$ cat config.mk
export PLATFORM = sky130hd
export DESIGN_NAME = upsrp_port
export DESIGN_NICKNAME = d
export VERILOG_FILES = /design/src/rtl/upsrp_pkg.sv /design/src/rtl/upsrp_port.sv /design/src/rtl/upsrp_ref_clk_gen.sv
export SDC_FILE = /design/constraint.sdc
export NUM_CORES = 1
export LEC_CHECK = 0
export ABC_AREA = 0
export BUFFER_PORTS_ARGS = -buffer_cell sky130_fd_sc_hd__buf_2
export CELL_PAD_IN_SITES_DETAIL_PLACEMENT = 0
export CELL_PAD_IN_SITES_GLOBAL_PLACEMENT = 1
export CORE_MARGIN = 2
export CORE_UTILIZATION = 34
export CTS_BUF_LIST = sky130_fd_sc_hd__clkbuf_4 sky130_fd_sc_hd__clkbuf_8
export CTS_CLUSTER_DIAMETER = 30
export DETAILED_ROUTE_END_ITERATION = 16
export PLACE_DENSITY_LB_ADDON = 0.1
export SYNTH_ARGS = -nofsm -noshare
export SYNTH_HDL_FRONTEND = slang
export SYNTH_SLANG_ARGS = --single-unit
$ cat constraint.sdc
create_clock -name mclk -period 2.2 [get_ports mclk]
set_clock_uncertainty 0.05 [all_clocks]
set_input_delay 0.33 -clock mclk [delete_from_list [all_inputs] [get_ports mclk]]
set_output_delay 0.33 -clock mclk [all_outputs]
set_load 0.05 [all_outputs]
$ cat src/rtl/upsrp_pkg.sv
// package: constants for the utmi status and receive port
package upsrp_pkg;

    // system clock and reference clock rates
    localparam int unsigned MCLK_HZ     = 250_000_000;
    localparam int unsigned REF_CLK_HZ  = 60_000_000;
    localparam int unsigned RATE_UNIT   = 1_000_000;
    // phase accumulator: two toggles per reference period
    localparam logic [8:0]  REF_ACC_STEP = 9'((2 * REF_CLK_HZ) / RATE_UNIT);
    localparam logic [8:0]  REF_ACC_MOD  = 9'(MCLK_HZ / RATE_UNIT);

    // register byte offsets
    localparam logic [7:0]  OFS_EVENT_STAT = 8'h00;
    localparam logic [7:0]  OFS_EVENT_MASK = 8'h04;
    localparam logic [7:0]  OFS_LIVE_STAT  = 8'h08;

    // event status bit positions
    localparam int unsigned EV_DETACH   = 0;
    localparam int unsigned EV_RX_FAULT = 1;
    localparam int unsigned EV_OVERRUN  = 2;
    localparam int unsigned EV_SESS_CHG = 3;
    localparam int unsigned EV_W        = 4;

    // live status bit positions
    localparam int unsigned LV_HOLD_FULL = 0;
    localparam int unsigned LV_LINE_LO   = 1;
    localparam int unsigned LV_DETACH    = 3;
    localparam int unsigned LV_VBUS_VLD  = 4;
    localparam int unsigned LV_SESS_VLD  = 5;
    localparam int unsigned LV_SESS_END  = 6;
    localparam int unsigned LV_CABLE_ID  = 7;

    // values after reset
    localparam logic        RST_CABLE_ID = 1'h1;
    localparam logic        RST_SESS_END = 1'h1;
    localparam logic [1:0]  RST_LINE     = 2'h0;
    localparam logic [3:0]  RST_MASK     = 4'h0;

    // line condition codes, bit 0 follows d+ and bit 1 follows d-
    typedef enum logic [1:0] {
        UPSRP_LINE_SE0 = 2'h0,
        UPSRP_LINE_J   = 2'h1,
        UPSRP_LINE_K   = 2'h2,
        UPSRP_LINE_SE1 = 2'h3
    } upsrp_line_t;

endpackage

$ cat src/rtl/upsrp_port.sv
// utmi status, line condition and receive port of the transceiver
// Functional notes
// plug identity low for A, high B
// sample identity only while enable high
// 60MHz reference out, outputs follow it
// line code bit0 d+, bit1 d-
// line passes through in suspend/resume
// detach flag set in high-speed host
// detach flag cleared in low power
// discharge vbus while control high
// session end high below threshold
// eight-bit data bus, bit7 msb
// receive valid only with full holding
// link captures data at next edge
// session valid high above threshold
// bus power valid above threshold
// d+ pull-down follows its select
// d- pull-down follows its select
// receive fault timed like data
// clocks stop during suspend
// bus driven only while presenting bytes
//
// The implementer's own choices: the strobed register port and the address map.
`timescale 1ns/1ps
`default_nettype none
module upsrp_port
    import upsrp_pkg::*;
#(
    parameter int unsigned ADDR_W = 8,
    parameter int unsigned DATA_W = 8
) (
    input  wire logic              mclk,
    input  wire logic              rst,
    // link-side control inputs
    input  wire logic              low_power_request_n,
    input  wire logic              plug_identity_sample_enable,
    input  wire logic              bus_power_discharge_ctl,
    input  wire logic              dplus_pulldown_select,
    input  wire logic              dminus_pulldown_select,
    // analog front-end levels
    input  wire logic              id_line_level,
    input  wire logic              dplus_level,
    input  wire logic              dminus_level,
    input  wire logic              resume_active,
    input  wire logic              host_hs_mode,
    input  wire logic              downstream_gone,
    input  wire logic              vbus_above_sess_end,
    input  wire logic              vbus_above_sess_vld,
    input  wire logic              vbus_above_vbus_vld,
    // receiver byte stream
    input  wire logic [DATA_W-1:0] rx_byte,
    input  wire logic              rx_byte_stb,
    input  wire logic              rx_fault_stb,
    // shared data bus, three signals
    input  wire logic [DATA_W-1:0] data_in,
    output logic [DATA_W-1:0]      data_out,
    output logic                   data_oe,
    // link-side outputs
    output logic                   phy_reference_clock_out,
    output logic                   cable_plug_identity,
    output logic [1:0]             bus_line_condition,
    output logic                   downstream_detach_flag,
    output logic                   session_end_status,
    output logic                   session_valid_status,
    output logic                   bus_power_valid_status,
    output logic                   receive_byte_valid,
    output logic                   receive_fault_flag,
    // analog controls
    output logic                   id_sampler_power_en,
    output logic                   vbus_discharge_en,
    output logic                   dplus_pulldown_en,
    output logic                   dminus_pulldown_en,
    // register port
    input  wire logic [ADDR_W-1:0] reg_addr,
    input  wire logic [31:0]       reg_wdata,
    input  wire logic              reg_wr,
    input  wire logic              reg_rd,
    output logic [31:0]            reg_rdata,
    output logic                   irq
);

    // whole module state
    typedef struct packed {
        logic [1:0]        line_s1;   // synchroniser first stage
        logic [1:0]        line_s2;   // synchroniser second stage
        logic [1:0]        line;      // reported line condition
        logic              cab_id;    // reported plug identity
        logic              id_smp;    // identity sampler powered
        logic              detach;    // downstream detach flag
        logic              sess_end;  // session end status
        logic              sess_vld;  // session valid status
        logic              vbus_vld;  // bus power valid status
        logic              dis_en;    // vbus discharge switch
        logic              dp_pd;     // d+ pull-down switch
        logic              dm_pd;     // d- pull-down switch
        logic [DATA_W-1:0] hold;      // receive holding register
        logic              hold_full; // holding register loaded
        logic              err_pend;  // fault waiting for next edge
        logic [DATA_W-1:0] dout;      // data bus output
        logic              doe;       // data bus drive enable
        logic              rxv;       // receive valid
        logic              rxerr;     // receive fault
        logic [EV_W-1:0]   stat;      // sticky event status
        logic [EV_W-1:0]   mask;      // event mask
        logic              irq;       // interrupt level
        logic [31:0]       rdata;     // read data
    } upsrp_state_t;

    // constant reset image
    localparam upsrp_state_t ST_RST = '{
        cab_id:   RST_CABLE_ID,
        sess_end: RST_SESS_END,
        line:     RST_LINE,
        mask:     RST_MASK,
        default:  '0
    };

    upsrp_state_t st_ff;
    upsrp_state_t nxt_st;
    logic         ref_clk;   // reference clock level
    logic         ref_rise;  // pulse at each reference rising edge
    logic         susp;      // suspended or resuming

    // address match shared by read and write decode
    function automatic logic hit(input logic [ADDR_W-1:0] a,
                                 input logic [7:0] ofs);
        hit = (a == ADDR_W'(ofs));
    endfunction

    // reference clock, stopped while suspended
    upsrp_ref_clk_gen u_ref_gen (
        .mclk     (mclk),
        .rst      (rst),
        .run      (low_power_request_n),
        .ref_clk  (ref_clk),
        .ref_rise (ref_rise)
    );

    assign susp = !low_power_request_n || resume_active;

    // next state
    always_comb begin
        logic [EV_W-1:0] ev;  // events seen this cycle
        ev     = '0;
        nxt_st = st_ff;

        // analog switches track their selects
        nxt_st.dis_en = bus_power_discharge_ctl;
        nxt_st.dp_pd  = dplus_pulldown_select;
        nxt_st.dm_pd  = dminus_pulldown_select;
        nxt_st.id_smp = plug_identity_sample_enable;

        // line synchroniser, bit 0 is d+
        nxt_st.line_s1 = {dminus_level, dplus_level};
        nxt_st.line_s2 = st_ff.line_s1;

        // receiver loads holding register
        if (rx_byte_stb) begin
            nxt_st.hold      = rx_byte;
            nxt_st.hold_full = 1'b1;
            ev[EV_OVERRUN]   = st_ff.hold_full && !ref_rise;
        end
        if (rx_fault_stb) begin
            nxt_st.err_pend = 1'b1;
        end

        // line condition path
        if (susp) begin
            // pass straight through while suspended or resuming
            nxt_st.line = {dminus_level, dplus_level};
        end else if (ref_rise) begin
            nxt_st.line = st_ff.line_s2;
        end

        // detach flag forced low in low power
        if (!low_power_request_n) begin
            nxt_st.detach = 1'b0;
        end else if (ref_rise) begin
            nxt_st.detach = host_hs_mode && downstream_gone;
            ev[EV_DETACH] = host_hs_mode && downstream_gone && !st_ff.detach;
        end

        // outside suspend and resume, link outputs change on reference edges
        if (ref_rise) begin
            if (plug_identity_sample_enable) begin
                nxt_st.cab_id = id_line_level;
            end
            nxt_st.sess_end = !vbus_above_sess_end;
            nxt_st.sess_vld = vbus_above_sess_vld;
            nxt_st.vbus_vld = vbus_above_vbus_vld;
            ev[EV_SESS_CHG] = vbus_above_sess_vld != st_ff.sess_vld;
            // unload holding register onto the bus
            if (st_ff.hold_full) begin
                nxt_st.dout = st_ff.hold;
                nxt_st.doe  = 1'b1;
                nxt_st.rxv  = 1'b1;
                nxt_st.hold_full = rx_byte_stb;  // new byte wins
            end else begin
                nxt_st.doe = 1'b0;
                nxt_st.rxv = 1'b0;
            end
            // fault travels with its byte; a fault strobed on this edge
            // waits, like a byte loaded now, for the next reference edge
            nxt_st.rxerr    = st_ff.err_pend;
            nxt_st.err_pend = rx_fault_stb;
            ev[EV_RX_FAULT] = st_ff.err_pend;
        end

        // suspend releases the bus
        if (!low_power_request_n) begin
            nxt_st.doe = 1'b0;
            nxt_st.rxv = 1'b0;
        end

        // register writes
        if (reg_wr) begin
            if (hit(reg_addr, OFS_EVENT_STAT)) begin
                nxt_st.stat = st_ff.stat & ~reg_wdata[EV_W-1:0];
            end else if (hit(reg_addr, OFS_EVENT_MASK)) begin
                nxt_st.mask = reg_wdata[EV_W-1:0];
            end
        end
        // new events win over a clear
        nxt_st.stat = nxt_st.stat | ev;
        nxt_st.irq  = |(nxt_st.stat & nxt_st.mask);

        // register reads, data in the next cycle only
        nxt_st.rdata = '0;
        if (reg_rd) begin
            if (hit(reg_addr, OFS_EVENT_STAT)) begin
                nxt_st.rdata = 32'(st_ff.stat);
            end else if (hit(reg_addr, OFS_EVENT_MASK)) begin
                nxt_st.rdata = 32'(st_ff.mask);
            end else if (hit(reg_addr, OFS_LIVE_STAT)) begin
                nxt_st.rdata[LV_HOLD_FULL]           = st_ff.hold_full;
                nxt_st.rdata[LV_LINE_LO +: 2]        = st_ff.line;
                nxt_st.rdata[LV_DETACH]              = st_ff.detach;
                nxt_st.rdata[LV_VBUS_VLD]            = st_ff.vbus_vld;
                nxt_st.rdata[LV_SESS_VLD]            = st_ff.sess_vld;
                nxt_st.rdata[LV_SESS_END]            = st_ff.sess_end;
                nxt_st.rdata[LV_CABLE_ID]            = st_ff.cab_id;
            end
        end
    end

    // state register
    always_ff @(posedge mclk or posedge rst) begin
        if (rst) begin
            st_ff <= ST_RST;
        end else begin
            st_ff <= nxt_st;
        end
    end

    // outputs straight from flops
    assign phy_reference_clock_out = ref_clk;
    assign cable_plug_identity     = st_ff.cab_id;
    assign bus_line_condition      = st_ff.line;
    assign downstream_detach_flag  = st_ff.detach;
    assign session_end_status      = st_ff.sess_end;
    assign session_valid_status    = st_ff.sess_vld;
    assign bus_power_valid_status  = st_ff.vbus_vld;
    assign receive_byte_valid      = st_ff.rxv;
    assign receive_fault_flag      = st_ff.rxerr;
    assign data_out                = st_ff.dout;
    assign data_oe                 = st_ff.doe;
    assign id_sampler_power_en     = st_ff.id_smp;
    assign vbus_discharge_en       = st_ff.dis_en;
    assign dplus_pulldown_en       = st_ff.dp_pd;
    assign dminus_pulldown_en      = st_ff.dm_pd;
    assign reg_rdata               = st_ff.rdata;
    assign irq                     = st_ff.irq;
endmodule
`default_nettype wire

$ cat src/rtl/upsrp_ref_clk_gen.sv
// reference clock generator: fractional divider from mclk
`timescale 1ns/1ps
`default_nettype none
module upsrp_ref_clk_gen
    import upsrp_pkg::*;
(
    input  wire logic mclk,
    input  wire logic rst,
    input  wire logic run,
    output logic      ref_clk,
    output logic      ref_rise
);

    // divider state
    typedef struct packed {
        logic [8:0] acc;   // phase accumulator
        logic       clk;   // reference clock level
        logic       rise;  // one-cycle pulse at rising edge
    } upsrp_gen_t;

    upsrp_gen_t st_ff;
    upsrp_gen_t nxt_st;

    // next state: add step, toggle on wrap, park low when stopped
    always_comb begin
        nxt_st      = st_ff;
        nxt_st.rise = 1'b0;
        if (!run) begin
            nxt_st.acc = '0;
            nxt_st.clk = 1'b0;
        end else if (st_ff.acc + REF_ACC_STEP >= REF_ACC_MOD) begin
            nxt_st.acc  = st_ff.acc + REF_ACC_STEP - REF_ACC_MOD;
            nxt_st.clk  = ~st_ff.clk;
            nxt_st.rise = ~st_ff.clk;
        end else begin
            nxt_st.acc = st_ff.acc + REF_ACC_STEP;
        end
    end

    // state register
    always_ff @(posedge mclk or posedge rst) begin
        if (rst) begin
            st_ff <= '0;
        end else begin
            st_ff <= nxt_st;
        end
    end

    assign ref_clk  = st_ff.clk;
    assign ref_rise = st_ff.rise;

endmodule
`default_nettype wire

==> metrics.cfg <==
[layout]
seq_area_mm2=0.001554
fill_cells=861
final_cells=447
design_area_mm2=0.003606
area_growth_pct=15.70
final_net_count=412
antenna_cells=0
drive_above_1_share=0.4071
multi_input_area_mm2=0.001236

[critical_path]
crit_type=reg -> reg
crit_required_ns=2.42
path_max_fanout=10
cp.arrival_ns=2.27
startpoint_type=flop
crit_path_end_kind=flop

[run_status]
status=finished clean

[global_route]
grt_antenna_before_repair=0
grt_max_degree=36
grt_overflow=0
grt_usage=0.1268
grt_pass1_vias=1919
grt_pass1_wl_um=9694

[clock_network]
clockBufferDepth=2
clkSlewWorstSetupHoldPaths_ns=0.08
cts_made_buffers=9
cts.sink_count=62
clkLatencyLatePin_ns=0.34
cts_tree=done
ctsHtreeMaxLevel=3
cts-root-buf=clkbuf_8

[drt]
postRouteAntennaNets=0
wl_met2_um=2916
wl_um=6124
drtIter0Drc=48
top_layer=met4
wl_per_cell_um=13.70
vias=2051
m1WireLength_um=2787
dr.pass1.iters=4
vias_per_cell=4.588
drc=0
wl_met3_um=325

[placement]
place_area_mm2=0.003386
placed_cells=430
portBuffers=71
dp_hpwl_um=4522
place.gp.congestion=0.7993

[job]
cap_violations=0

[synthesis]
syn_area_mm2=0.003117
yosysSeqAreaShare=0.4986
ys_ff_latch=62
synth-edff-count=0
yosys.area.top_type_share=0.4817
synth_ff_type=dfrtp_1
yosysWarnings=0
ys_top_cells_by_count=60 x dfrtp_1, 44 x buf_4, 22 x mux2_2
ys_async_sr_fraction=1.000
synth_cell_types=51
synth_area_leaders=dfrtp_1 48%, buf_4 11%, mux2_2 7.9%
synth_top_area_cell=dfrtp_1
syn_area_per_cell_um2=11.50
yosysMostFrequentCell=dfrtp_1
synthCells=271

[power_and_ir_drop]
p_per_area_mw_per_mm2=1186
peakVddDrop_uv=329.5
leakage_nw=1.730

[die]
fp.dieH_um=99.75
rows=34
core_mm2=0.008806
start_util=0.3539
die_x_um=99.75
pin_count=132
die_area_mm2=0.009949

[timing]
slew_headroom=0.6490
setup_viol=0
tightest_slew_ns=0.5210
rsz0062_at_grt=false
slew_violations=0
min_period_ns=2.056
finalSetupTns_ns=0
hold_violations=0
timing.fmax_ghz=0.4863
fin_crit_sh=0.9348

[hold_path]
hp-class=in -> reg

report_power, final:
part	internal, mW	leakage, nW	total (mW)	switching, mW
logic	0.554	0.867	1.71	1.16
clock network	0.526	0.0996	0.997	0.471
registers	1.39	0.763	1.57	0.184
worst max-delay path, cell delays in order (launching register included):
cell and delay, ns:
dfrtp_1 0.39, inv_1 0.08, ha_2 0.31, nor4b_4 0.25
o21ai_1 0.13, a21o_2 0.30, or3_1 0.37, a21oi_1 0.13
state kept, by name (all words and copies together), names as in the netlist:
name / flops
id_sampler_power_en: 1
nxt_st: 2
reg_rdata: 8
dminus_pulldown_en: 1
vbus_discharge_en: 1
irq: 1
data_out: 8
session_valid_status: 1
u_ref_gen.ref_rise: 1
data_oe: 1
bus_line_condition: 2
st_ff: 20
receive_fault_flag: 1
session_end_status: 1
bus_power_valid_status: 1
u_ref_gen.st_ff: 8
u_ref_gen.ref_clk: 1
downstream_detach_flag: 1
cable_plug_identity: 1
dplus_pulldown_en: 1
per-layer routing:
metal	up-vias	global-route usage
met5	-	0
li1	1005	-
met1	979	0.1604
met4	0	0.05374
met2	59	0.2006
met3	8	0.04006
what timing repair did:
| item | 4_1_cts | 5_1_grt |
|---|---|---|
| gates resized for setup | 0 | 3 |
| setup buffers | 0 | 0 |
| hold endpoints to repair | 19 | 0 |
| hold buffers | 1 | 0 |
| endpoints found under the setup margin | 0 | 4 |
placed cells by master, fill, tap and decap left out, types with 8 or more instances in the layout:
| cell type | count |
|---|---|
| buf_4 | 9 |
| nor2_1 | 11 |
| mux2_2 | 22 |
| clkbuf_8 | 9 |
| nor3_1 | 8 |
| dfrtp_1 | 60 |
| a21oi_1 | 13 |
| buf_2 | 71 |
| nand2_1 | 12 |
| conb_1 | 24 |
final cells by class:
class	count	area share
clock buffers	9	0.03435
multi-input cells	171	0.3428
clock inverters	7	0.02047
repair buffers	82	0.1256
flip-flops and latches	62	0.4310
well taps	108	0.03747
inverters	8	0.008328
through the flow:
step | hold WS, ns | utilization | power [mW] | worst slack [ns]
CTS | 0.01987 | 0.4081 | 4.313 | 0.1088
detailed placement | 0.2847 | 0.3845 | 3.294 | 0.1046
global placement | 0.2854 | 0.3845 | 3.276 | 0.1130
global route | 0.02061 | 0.4095 | 4.528 | 0.004051
floorplan | 0.2812 | - | 3.059 | 0.07038
finish | 0.04585 | 0.4095 | 4.276 | 0.1435
logic make-up after synthesis:
family / after synthesis / share of synthesized area
and+or+nand+nor: 65 / 0.1273
DFF: 62 / 0.4986
buffers and inverters: 61 / 0.1365
AOI/OAI and AO/OA: 45 / 0.1056
muxes: 31 / 0.1116
xor gates and xnor gates: 4 / 0.01124
adders and majority gates: 2 / 0.008028
other: 1 / 0.001203
path summary, 6_finish.rpt:
kind,start,end,cells after the start,slack [ns]
setup / recovery,u_ref_gen.st_ff[5],u_ref_gen.ref_clk,7,0.14
hold / removal,dplus_pulldown_select,dplus_pulldown_en,1,0.05
setup reg to reg,u_ref_gen.st_ff[5],u_ref_gen.ref_clk,7,0.14
hold reg to reg,nxt_st[73],st_ff[73],0,0.30
max in group asynchronous,rst,cable_plug_identity,4,0.97
min in group asynchronous,rst,u_ref_gen.ref_clk,3,0.51
(Power assumes the default switching activity.)
